[config.mk]
export PLATFORM = sky130hd
export DESIGN_NAME = sarseq_top
export DESIGN_NICKNAME = d
export VERILOG_FILES = /design/src/shared/sarseq_pkg.sv /design/src/core/sarseq_top.sv /design/src/core/sarseq_prescaler.sv /design/src/core/sarseq_sar.sv
export SDC_FILE = /design/constraint.sdc
export NUM_CORES = 1
export LEC_CHECK = 0
export BUFFER_PORTS_ARGS = -buffer_cell sky130_fd_sc_hd__clkbuf_2
export CAP_MARGIN = 20
export CORE_MARGIN = 3
export CORE_UTILIZATION = 56
export CTS_CLUSTER_DIAMETER = 80
export DETAILED_ROUTE_END_ITERATION = 10
export GPL_ROUTABILITY_DRIVEN = 0
export GPL_TIMING_DRIVEN = 0
export PLACE_DENSITY = 0.77
export SLEW_MARGIN = 15
export SYNTH_ARGS = -nofsm -noshare
export SYNTH_HDL_FRONTEND = slang
export SYNTH_SLANG_ARGS = --single-unit
[constraint.sdc]
create_clock -name sys_clk_in -period 3.3 [get_ports sys_clk_in]
set_input_delay 0.165 -clock sys_clk_in [delete_from_list [all_inputs] [get_ports sys_clk_in]]
set_output_delay 0.165 -clock sys_clk_in [all_outputs]
set_load 0.01 [all_outputs]
[src/shared/sarseq_pkg.sv]
// Constants for the successive-approximation converter sequencer.
// Assumes a 100 MHz system clock and a separate analog array.
package sarseq_pkg;

  localparam int          RES_BITS         = 10;
  localparam int          CHAN_BITS        = 3;
  localparam int          DIV_SEL_BITS     = 3;
  localparam int          PRESC_BITS       = 7;
  localparam int          CYC_BITS         = 5;
  localparam logic [4:0]  NORMAL_CYCLES    = 5'h0D;
  localparam logic [4:0]  EXTENDED_CYCLES  = 5'h19;
  localparam logic [4:0]  NORMAL_SH_CYCLE  = 5'h01;
  localparam logic [4:0]  EXTENDED_SH_CYCLE = 5'h0D;
  localparam logic [9:0]  RESULT_RESET     = 10'h000;
  localparam logic [2:0]  CHANNEL_RESET    = 3'h0;
  localparam logic [2:0]  DIV_SEL_RESET    = 3'h0;
  localparam logic [3:0]  SAR_BIT_TOP      = 4'h9;

  typedef enum logic [1:0]
  {
    SARSEQ_IDLE = 2'b00,
    SARSEQ_WAIT = 2'b01,
    SARSEQ_CONV = 2'b10
  } sarseq_state_t;

endpackage

[src/core/sarseq_top.sv]
// Converter sequencer: enable, prescaler, conversion timing, channel
// deferral, locked result read and completion flag.
// Assumes an analog mux, sample-and-hold and comparator outside.
//
// Functional notes
// RULE_01 - Result is 10-bit unsigned built by successive approximation.
// RULE_02 - Eight single-ended channels picked by the channel select field.
// RULE_03 - Free-running bit picks single or continuous conversion.
// RULE_04 - Channel written while disabled reaches mux only once enabled.
// RULE_05 - Start write begins conversion; start reads one until done.
// RULE_06 - Channel change during conversion applies after it completes.
// RULE_07 - Software reads low result byte before high byte.
// RULE_08 - Low byte read locks results until high byte read.
// RULE_09 - Completion flag still set when a locked result is dropped.
// RULE_10 - Prescaler runs while enabled, held cleared while disabled.
// RULE_11 - Conversion begins at next converter clock rising edge.
// RULE_12 - Normal conversion lasts thirteen converter clock cycles.
// RULE_13 - First conversion after enable lasts twenty-five cycles; here a 25-cycle run precedes a normal 13-cycle one.
// RULE_14 - Sample-and-hold at 1.5 cycles normal, 13.5 extended.
// RULE_15 - Completion writes result, sets flag, clears start in single mode.
// RULE_16 - Free-running restarts at once and keeps start set.
// RULE_17 - Software keeps converter clock within 50 to 200 kHz; at 100 MHz even /128 gives 781.25 kHz.
// RULE_18 - Divide select: codes 0 and 1 give 2, doubling up to 128.
// RULE_19 - Flag cleared by vector acknowledge or writing one.
// RULE_20 - Clearing enable aborts a running conversion.
// RULE_21 - Channel code n connects input n.
// RULE_22 - Interrupt request while flag, enable and global enable set.
// RULE_23 - Writing zero to start does nothing; no restart while running.
module sarseq_top
(
  input  wire logic       sys_clk_in,             // System clock, 100 MHz
  input  wire logic       reset_n_in,             // Synchronous reset, active low
  input  wire logic       converter_enable_in,    // Converter enable bit
  input  wire logic       free_running_select_in, // Free-running mode bit
  input  wire logic       irq_enable_in,          // Completion interrupt enable
  input  wire logic       global_irq_enable_in,   // CPU global interrupt enable
  input  wire logic [2:0] clock_divide_select_in, // Prescaler select
  input  wire logic       start_write_in,         // One-cycle write of start bit
  input  wire logic       start_data_in,          // Value written to start bit
  input  wire logic       flag_write_in,          // One-cycle write of flag bit
  input  wire logic       flag_data_in,           // Value written to flag bit
  input  wire logic       irq_ack_in,             // Interrupt vector taken pulse
  input  wire logic       channel_write_in,       // One-cycle channel field write
  input  wire logic [2:0] channel_data_in,        // Channel field value
  input  wire logic       low_read_in,            // Low result byte read pulse
  input  wire logic       high_read_in,           // High result byte read pulse
  input  wire logic       cmp_high_in,            // Comparator: input above trial
  output logic            start_conversion_out,   // Start bit readback
  output logic            conversion_done_flag_out, // Completion flag
  output logic            irq_out,                // Interrupt request
  output logic [2:0]      channel_select_field_out, // Channel field readback
  output logic [2:0]      analog_mux_sel_out,     // Mux select to analog inputs
  output logic            sample_hold_out,        // Sample-and-hold strobe pulse
  output logic [9:0]      dac_trial_out,          // Trial code to the array
  output logic [7:0]      result_low_byte_out,    // Result bits 7..0
  output logic [7:0]      result_high_byte_out    // Result bits 9..8, upper zero
);

  // ****************************************
  // Prescaler and approximation register
  // ****************************************
  logic                  clk_rise;
  logic                  clk_fall;
  logic                  sar_ready;
  logic                  sar_load;
  logic                  sar_step;
  logic [9:0]            sar_trial;
  sarseq_pkg::sarseq_state_t state;
  logic [4:0]            cycle;
  logic [4:0]            conv_len;
  logic [4:0]            sh_cycle;
  logic                  extended;
  logic                  first_pending;
  logic                  locked;
  logic                  finish;
  logic                  start_req;

  sarseq_prescaler u_presc
  (
    .sys_clk_in (sys_clk_in),
    .reset_n_in (reset_n_in),
    .run_in     (converter_enable_in), // RULE_10
    .div_sel_in (clock_divide_select_in), // RULE_18
    .rise_out   (clk_rise),
    .fall_out   (clk_fall)
  );

  sarseq_sar u_sar
  (
    .sys_clk_in  (sys_clk_in),
    .reset_n_in  (reset_n_in),
    .load_in     (sar_load),
    .step_in     (sar_step),
    .cmp_high_in (cmp_high_in),
    .trial_out   (sar_trial),
    .ready_out   (sar_ready)
  );

  // Bits decided on rising edges after the hold, one per cycle
  assign sar_load = clk_fall && state == sarseq_pkg::SARSEQ_CONV && cycle == sh_cycle; // RULE_01
  assign sar_step = clk_rise && state == sarseq_pkg::SARSEQ_CONV && cycle > sh_cycle;  // RULE_01
  assign conv_len = extended ? sarseq_pkg::EXTENDED_CYCLES : sarseq_pkg::NORMAL_CYCLES;  // RULE_12 RULE_13
  assign sh_cycle = extended ? sarseq_pkg::EXTENDED_SH_CYCLE : sarseq_pkg::NORMAL_SH_CYCLE; // RULE_14
  // Last rising edge of the conversion
  assign finish   = clk_rise && state == sarseq_pkg::SARSEQ_CONV && cycle == 5'(conv_len - 5'h01); // RULE_12
  assign start_req = start_write_in && start_data_in && converter_enable_in; // RULE_23

  // ****************************************
  // Conversion sequencer
  // ****************************************
  always_ff @(posedge sys_clk_in)
  begin
    if (!reset_n_in || !converter_enable_in) // RULE_20
    begin
      state <= sarseq_pkg::SARSEQ_IDLE;
      cycle <= 5'h00;
    end
    else
    begin
      unique case (state)
        sarseq_pkg::SARSEQ_IDLE:
        begin
          if (start_req) // RULE_05
            state <= sarseq_pkg::SARSEQ_WAIT;
        end
        sarseq_pkg::SARSEQ_WAIT:
        begin
          if (clk_rise) // RULE_11
          begin
            state <= sarseq_pkg::SARSEQ_CONV;
            cycle <= 5'h00;
          end
        end
        sarseq_pkg::SARSEQ_CONV:
        begin
          if (finish)
          begin
            // An extended run is followed by the real one
            if (extended || free_running_select_in) // RULE_16 RULE_13
              cycle <= 5'h00;
            else
              state <= sarseq_pkg::SARSEQ_IDLE; // RULE_03
          end
          else if (clk_rise)
            cycle <= 5'(cycle + 5'h01);
        end
        default:
          state <= sarseq_pkg::SARSEQ_IDLE;
      endcase
    end
  end

  // First conversion after enable is the extended one
  always_ff @(posedge sys_clk_in)
  begin
    if (!reset_n_in || !converter_enable_in)
    begin
      first_pending <= 1'b1;
      extended      <= 1'b0;
    end
    else if (state == sarseq_pkg::SARSEQ_WAIT && clk_rise)
    begin
      extended      <= first_pending; // RULE_13
      first_pending <= 1'b0;
    end
    else if (finish)
      extended <= 1'b0;
  end

  // Start bit stays set through the extended run and in free-running mode
  always_ff @(posedge sys_clk_in)
  begin
    if (!reset_n_in || !converter_enable_in)
      start_conversion_out <= 1'b0;
    // A start on the finish edge belongs to the ending run, else the bit sticks
    else if (start_req && state == sarseq_pkg::SARSEQ_IDLE) // RULE_05 RULE_23
      start_conversion_out <= 1'b1;
    else if (finish && !extended && !free_running_select_in)
      start_conversion_out <= 1'b0; // RULE_15
  end

  // Sample strobe half a cycle after a rising edge
  always_ff @(posedge sys_clk_in)
  begin
    if (!reset_n_in)
      sample_hold_out <= 1'b0;
    else
      sample_hold_out <= sar_load; // RULE_14
  end

  always_ff @(posedge sys_clk_in)
  begin
    if (!reset_n_in)
      dac_trial_out <= sarseq_pkg::RESULT_RESET;
    else
      dac_trial_out <= sar_trial;
  end

  // ****************************************
  // Channel selection
  // ****************************************
  always_ff @(posedge sys_clk_in)
  begin
    if (!reset_n_in)
      channel_select_field_out <= sarseq_pkg::CHANNEL_RESET;
    else if (channel_write_in)
      channel_select_field_out <= channel_data_in; // RULE_02 RULE_21
  end

  // Mux follows the field only while enabled and between conversions
  always_ff @(posedge sys_clk_in)
  begin
    if (!reset_n_in)
      analog_mux_sel_out <= sarseq_pkg::CHANNEL_RESET;
    else if (converter_enable_in && (state != sarseq_pkg::SARSEQ_CONV || finish)) // RULE_04 RULE_06
      analog_mux_sel_out <= channel_select_field_out; // RULE_21
  end

  // ****************************************
  // Result registers and completion flag
  // ****************************************
  // Hazard: high byte read without a prior low read simply leaves unlocked
  always_ff @(posedge sys_clk_in)
  begin
    if (!reset_n_in)
      locked <= 1'b0;
    else if (high_read_in)
      locked <= 1'b0; // RULE_08
    else if (low_read_in)
      locked <= 1'b1; // RULE_07 RULE_08
  end

  always_ff @(posedge sys_clk_in)
  begin
    if (!reset_n_in)
    begin
      result_low_byte_out  <= 8'h00;
      result_high_byte_out <= 8'h00;
    end
    else if (finish && !extended && !locked && sar_ready) // RULE_08 RULE_15
    begin
      result_low_byte_out  <= sar_trial[7:0];
      result_high_byte_out <= {6'h00, sar_trial[9:8]};
    end
  end

  // Set wins over a same-cycle clear
  always_ff @(posedge sys_clk_in)
  begin
    if (!reset_n_in)
      conversion_done_flag_out <= 1'b0;
    else if (finish && !extended) // RULE_09 RULE_15
      conversion_done_flag_out <= 1'b1;
    else if (irq_ack_in || (flag_write_in && flag_data_in)) // RULE_19
      conversion_done_flag_out <= 1'b0;
  end

  always_ff @(posedge sys_clk_in)
  begin
    if (!reset_n_in)
      irq_out <= 1'b0;
    else
      irq_out <= conversion_done_flag_out && irq_enable_in && global_irq_enable_in; // RULE_22
  end
endmodule

[src/core/sarseq_prescaler.sv]
// Converter clock prescaler: one-cycle enables at the rising and falling
// edges of the divided converter clock.
// Assumes the caller holds it cleared while the converter is off.
module sarseq_prescaler
(
  input  wire logic       sys_clk_in,       // System clock
  input  wire logic       reset_n_in,       // Synchronous reset, active low
  input  wire logic       run_in,           // Count while high, clear when low
  input  wire logic [2:0] div_sel_in,       // Division select
  output logic            rise_out,         // Converter clock rising edge pulse
  output logic            fall_out          // Converter clock falling edge pulse
);

  logic [sarseq_pkg::PRESC_BITS-1:0] count;
  logic [sarseq_pkg::PRESC_BITS-1:0] next_count;
  logic [sarseq_pkg::PRESC_BITS-1:0] top;
  logic [sarseq_pkg::PRESC_BITS-1:0] half;

  // Codes 0 and 1 both divide by two
  always_comb
  begin
    if (div_sel_in == 3'h0)
      top = 7'h01;
    else
      top = 7'(({7'h00, 1'b1} << div_sel_in) - 8'h01);
    half = 7'(top >> 1);
    // A count left above a newly lowered top wraps at once, not after 128
    next_count = (count >= top) ? 7'h00 : 7'(count + 7'h01);
  end

  always_ff @(posedge sys_clk_in)
  begin
    if (!reset_n_in || !run_in)
    begin
      count    <= 7'h00;
      rise_out <= 1'b0;
      fall_out <= 1'b0;
    end
    else
    begin
      count    <= next_count;
      rise_out <= (count >= top);
      fall_out <= (count == half);
    end
  end

endmodule

[src/core/sarseq_sar.sv]
// Successive approximation register: one bit decided per step pulse.
// Assumes the comparator answer is valid when a step is taken.
module sarseq_sar
(
  input  wire logic       sys_clk_in,       // System clock
  input  wire logic       reset_n_in,       // Synchronous reset, active low
  input  wire logic       load_in,          // Begin a new approximation
  input  wire logic       step_in,          // Decide current bit
  input  wire logic       cmp_high_in,      // Input above trial level
  output logic [9:0]      trial_out,        // Trial code to the DAC
  output logic            ready_out         // All bits decided
);

  logic [3:0] bit_idx;

  always_ff @(posedge sys_clk_in)
  begin
    if (!reset_n_in)
    begin
      trial_out <= sarseq_pkg::RESULT_RESET;
      bit_idx   <= 4'h0;
      ready_out <= 1'b0;
    end
    else if (load_in)
    begin
      trial_out <= 10'h200;
      bit_idx   <= sarseq_pkg::SAR_BIT_TOP;
      ready_out <= 1'b0;
    end
    else if (step_in && !ready_out)
    begin
      trial_out[bit_idx] <= cmp_high_in;
      if (bit_idx == 4'h0)
        ready_out <= 1'b1;
      else
      begin
        trial_out[bit_idx - 4'h1] <= 1'b1;
        bit_idx <= 4'(bit_idx - 4'h1);
      end
    end
  end

endmodule

Yosys cells after proc, flatten, opt, wreduce, memory -nomap -nowiden
Index checks and enable logic that the tools add are counted.
- flip-flop bits (word level): 64
- input port bits: 21
- output and inout port bits: 36
- logic and storage cells: 126
- add/subtract/negate cells: 5
- magnitude comparators: 6
- eq/ne operators: 13
- shifts and indexed selects: 1
- multiplexer cells: 30
- bitwise gates (word level): 3
- reductions and logical operators: 46
- operator list (operator ; count):
    10-bit two-way mux ; 3
    5-bit two-way mux ; 5
    1-bit logical AND ; 20
    4-bit two-way mux ; 4
    10-bit bitwise mux ; 1
    5-bit == test ; 2
    4-bit by 5-bit less-than comparator with 1-bit output (second input constant) ; 2
    2-bit != test (second input constant) ; 5
    10-bit bitwise OR ; 1
    5-bit one-hot mux with 2 select lines ; 1
    2-bit nonzero test ; 5
    1-bit demux with 4-bit select ; 2
    4-bit by 1-bit >= comparator with 1-bit output (second input constant) ; 2
    1-bit two-way mux ; 8
    2-bit two-way mux ; 4
    4-bit AND reduction ; 2
    7-bit by 1-bit adder with 7-bit output (second input constant) ; 1
    7-bit by 6-bit == test with 1-bit output ; 1
    7-bit >= comparator ; 1
    7-bit two-way mux ; 1
    1-bit by 3-bit << shifter with 7-bit output (first input constant) ; 1
    7-bit by 1-bit subtractor with 7-bit output (second input constant) ; 1
    1-bit zero test ; 6
    3-bit by 2-bit != test with 1-bit output (second input constant) ; 2
    other kinds (15) ; 23

Depth between registers and ports, before layout
- word-level depth: 9
- depth in mapped cells: 9
- mapped depth without buffers: 7

Modules after synthesis
A second synthesis with hierarchy kept.
- cells, all modules: 378
- area, all modules: 3368.2 sq um
- by module, submodules not included (module ; times used ; cells an instance ; area each (sq um) ; seq. area each (sq um)):
    sarseq_top ; 1 ; 193 ; 1824.2 ; 800.8
    sarseq_sar ; 1 ; 116 ; 954.7 ; 300.3
    sarseq_prescaler ; 1 ; 69 ; 589.3 ; 180.2

Worst setup path before layout
No wires, ideal clock.
- path type: register to register
- start point: reg extended
- end point: reg u_sar.trial_out[3]
- library setup time: 0.132 ns
- arrival time: 1.859 ns
- data required time: 3.168 ns
- setup slack: 1.309 ns
- cell stages (with the launch flop): 9
- buffers on the path: 1
- clock period less this slack: 1.991 ns
- path through: dfxtp_1 > inv_1 > ha_1 > o211ai_1 > a211oi_4 > buf_2 > nand2_1 > o31ai_1 > a21oi_1
- cells in the longest elaborated chain, start to end: 4
- elaborated cells between the ends (all ways): 7
- those cells by class: order compare: 1; eq/ne: 1; mux: 1; reduce/logical: 4
- ends and longest elaborated chain (element ; RTL line ; text):
    start, declared ; sarseq_top.sv:72 ; logic extended;
    start signal, assigned ; sarseq_top.sv:163 ; extended <= first_pending;
    4-bit two-way mux * ; sarseq_top.sv:103 ; assign sh_cycle = extended ? sarseq_pkg::EXTENDED_SH_CYCLE : sarseq_pkg::NORMAL_SH_CYCLE;
    5-bit > comparator or 5-bit == test (tied branches) ; sarseq_top.sv:101, sarseq_top.sv:100 ;
    1-bit logical AND (on tied branches) ; sarseq_top.sv:101, sarseq_top.sv:100 ;
    1-bit logical AND or 2-bit OR reduction (tied branches) ; n/a ;
    end signal, assigned ; sarseq_sar.sv:20 ; trial_out <= sarseq_pkg::RESULT_RESET;
    end signal, assigned by index ; sarseq_sar.sv:32 ; trial_out[bit_idx] <= cmp_high_in;
    end, declared ; sarseq_sar.sv:10 ; output logic [9:0] trial_out,
Mark *: on every way between the ends. The rest lies on a longest branch, timed or not.
A chain may end at the register's enable or synchronous reset.

Worst setup path in the final report
- start point: reg state[0]
- end point: reg analog_mux_sel_out[1]
- cells in the longest elaborated chain, start to end: 5
- elaborated cells between the ends (all ways): 6
- those cells by class: eq/ne: 2; reduce/logical: 4
- ends and longest elaborated chain (element ; RTL line ; text):
    start, declared ; sarseq_top.sv:68 ; sarseq_pkg::sarseq_state_t state;
    start signal, assigned ; sarseq_top.sv:115 ; state <= sarseq_pkg::SARSEQ_IDLE;
    start signal, assigned ; sarseq_top.sv:124 ; state <= sarseq_pkg::SARSEQ_WAIT;
    start signal, assigned ; sarseq_top.sv:130 ; state <= sarseq_pkg::SARSEQ_CONV;
    2-bit == test ; sarseq_top.sv:105 ; assign finish = clk_rise && state == sarseq_pkg::SARSEQ_CONV && cycle == 5'(conv_len - 5'h01);
    1-bit logical AND (2 in series) ; sarseq_top.sv:105 ;
    1-bit logical OR * ; sarseq_top.sv:215 ; else if (converter_enable_in && (state != sarseq_pkg::SARSEQ_CONV || finish))
    1-bit logical AND * ; sarseq_top.sv:215 ;
    end signal, assigned ; sarseq_top.sv:214 ; analog_mux_sel_out <= sarseq_pkg::CHANNEL_RESET;
    end signal, assigned ; sarseq_top.sv:216 ; analog_mux_sel_out <= channel_select_field_out;
    end, declared ; sarseq_top.sv:52 ; output logic [2:0] analog_mux_sel_out,
Marks and branches as above.

==> results.toml <==
[outcome]
status = "finished clean"

[setup_path]
r2r_cells = 8
worstSetupEndpointType = "flip-flop"
required_ns = 3.52
reg2reg_from = "state[0]"
crit_type = "reg2reg"
cp.arrival_ns = 2.59
endpoint = "analog_mux_sel_out[1]"
startpoint = "state[0]"
r2r_slack_ns = 0.94
rr_endpoint = "analog_mux_sel_out[1]"
path_max_fanout = 8
crit_path_start_kind = "flip-flop"

[timing]
min_period_ns = 2.36
slew_headroom_pct = 41.8
grt_setup_unrepaired = "false"
drv_slew = 0
final.setup.tns_ns = 0
hold_violations = 0
hold_ws_ns = 0.0746
fin_worst_skew_ns = 0.00827
fmax_mhz = 423
period_share_pct = 71.6
setup_viol = 0
worst_slew_pin_slew_ns = 0.866

[global_route]
grt_max_degree = 13
track_usage_pct = 21.0
grt_overflow = 0
antenna_found_initial = 0
grt_first_pass_wirelength_mm = 11.0
grt_pass1_vias = 2469

[route]
wl_per_cell_um = 13.2
num_vias = 2720
routed_wl_mm = 6.60
drc = 0
postRouteAntennaNets = 0
detail_route.iter0.violations = 172
firstDrtPassIters = 4
via_per_inst = 5.42

[pwr]
power.leakage_nw = 1.58
ir_drop_v = 0.000345
powerDensity_nw_per_um2 = 447

[clocking]
root_buffer = "clkbuf_8"
clk_latency_ns = 0.35
clk_pin_slew_worst_paths_ns = 0.07
post_cts_buffers = 0
cts_sinks = 64
ctsResizeCount = 0
clock_path_buffers = 2
htree_levels = 3
cts_tree = "built"
numCtsBuffers = 9

[finish]
regArea_um2 = 1280
stdcell_area_um2 = 3810
diodes = 0
fin_nets = 469
multi_input_area_um2 = 1760
fill_cells = 403
final_util_pct = 71.9
final_cells = 502
areaGrowthSynthToFinish_pct = 19.0
drive_gt1_share_pct = 19.0

[floorplan]
rows = 26
dieArea_um2 = 6660
die_y_um = 81.6
coreArea_um2 = 5300
die_x_um = 81.6
start_util_pct = 60.4
top_level_ports = 57

[synthesis]
synth_area_leaders = "dfxtp_1 40%, ha_1 8.2%, mux2i_1 6.3%, nand3_1 3.8%, nor2b_1 3.7%"
synth_top_cell_by_area = "dfxtp_1"
ys_ff_latch = 64
synth_edf_count = 0
netlist.area_leader.share_pct = 40.0
yosysSeqAreaShare_pct = 40.0
synth_area_um2 = 3200
synth_cells = 362
async_flop_share_pct = 0
synth_ff_type = "dfxtp_1"
yosysUniqueCellTypes = 52
synth_area_per_cell_um2 = 8.84
yosys_warnings = 0

[place]
placed_cell_area_um2 = 3550
dp.cells = 485
io_buffers = 48
hpwl_mm = 4.87

[worst_hold_path]
hp-class = "in2reg"

[flow_run]
drv_cap = 0
cells in the final DEF (no fill, tap or decap), types with 4 or more instances in the layout:
cell | netlist | layout
a21oi_1 | 17 | 17
nand2b_1 | 5 | 5
or2_2 | 4 | 4
xnor2_1 | 5 | 5
conb_1 | 1 | 6
nor3_1 | 4 | 4
clkbuf_1 | 15 | 15
and2_1 | 12 | 12
dfxtp_1 | 64 | 64
clkbuf_2 | 0 | 48
xor2_1 | 4 | 4
ha_1 | 21 | 21
nand4_1 | 4 | 4
buf_4 | 6 | 6
inv_1 | 14 | 14
nand2_1 | 28 | 28
nand3b_1 | 4 | 4
o22ai_1 | 5 | 5
nor2b_1 | 19 | 19
mux2i_1 | 20 | 20
o21ai_0 | 13 | 13
nand3_1 | 24 | 24
clkbuf_8 | 0 | 10
a211oi_1 | 4 | 4
nor2_1 | 24 | 24
per-layer routing:
| layer | wire length (µm) | track usage, % |
|---|---|---|
| met1 | 2930 | 25.8 |
| met4 | 62 | 5.48 |
| met2 | 3250 | 35.9 |
| met5 | 0 | 0 |
| met3 | 356 | 6.36 |
flip-flops by register name (all words and copies together), names as in the netlist, 2 cells and up:
| name | cells |
|---|---|
| u_presc.count | 7 |
| analog_mux_sel_out | 3 |
| cycle | 5 |
| u_sar.bit_idx | 4 |
| result_low_byte_out | 8 |
| state | 2 |
| channel_select_field_out | 3 |
| u_sar.trial_out | 10 |
| result_high_byte_out | 2 |
| dac_trial_out | 10 |
worst min path at each step:
stage / startpoint / end / slack (ns) / cells past startpoint
finish: low_read_in / locked / 0.07 / 3
global route: channel_data_in[1] / channel_select_field_out[1] / 0.08 / 3
CTS: low_read_in / locked / 0.06 / 3
detailed placement: high_read_in / locked / 0.34 / 2
global placement: high_read_in / locked / 0.33 / 2
floorplan: high_read_in / locked / 0.24 / 1
area by class of cell:
type	count	area share [%]
timing repair buffer	49	6.57
multi-input combinational	265	46.3
clock inverter	6	3.02
inverter	14	1.38
buffer	24	3.22
sequential	64	33.6
clock buffer	10	3.61
tap	70	2.30
where the power goes:
part | leakage (nW) | switching [mW] | internal, mW
clock | 0.123 | 0.313 | 0.526
sequential | 0.517 | 0.00471 | 0.778
combinational | 0.941 | 0.0472 | 0.0348
critical path, stage by stage (launching register included):
cell	delay (ns)
dfxtp_1	0.33
inv_1	0.09
ha_1	0.15
buf_2	0.19
nand4_2	0.15
o31ai_1	0.77
nand2_1	0.31
nand3_1	0.15
o21ai_0	0.10
per-stage QoR:
stage	setup WS [ns]	total power, mW
after floorplan	1.31	0.851
after global placement	1.02	0.879
after detailed placement	0.941	0.881
after CTS	0.909	1.71
after global routing	0.700	1.77
final	0.938	1.70
cell families (layout without fill, tap and decap cells):
kind of cell	after synthesis	after routing	synth area share (%)
mux	20	20	6.25
other cells	1	6	0.117
flops	64	64	40.0
buf+inv	38	103	5.47
simple gates	144	144	24.1
compound gates	65	65	13.4
fa+ha+maj	21	21	8.21
xor+xnor	9	9	2.46
synth_stat cells, types with 4 or more instances:
master,n
nand3_1,24
nor2_1,24
inv_1,14
o22ai_1,5
xor2_1,4
clkbuf_1,15
a211oi_1,4
nor3_1,4
and2_1,12
nand3b_1,4
xnor2_1,5
mux2i_1,20
dfxtp_1,64
ha_1,21
buf_4,6
nand2b_1,5
nand4_1,4
a21oi_1,17
o21ai_0,13
nor2b_1,19
or2_2,4
nand2_1,28
repair_timing:
item / 4_1_cts / 5_1_grt
setup endpoints to repair: 0 / 0
hold buffers: 1 / 0
endpoints found under the hold margin: 1 / 0
No activity file was read; power rests on OpenSTA's default activity.
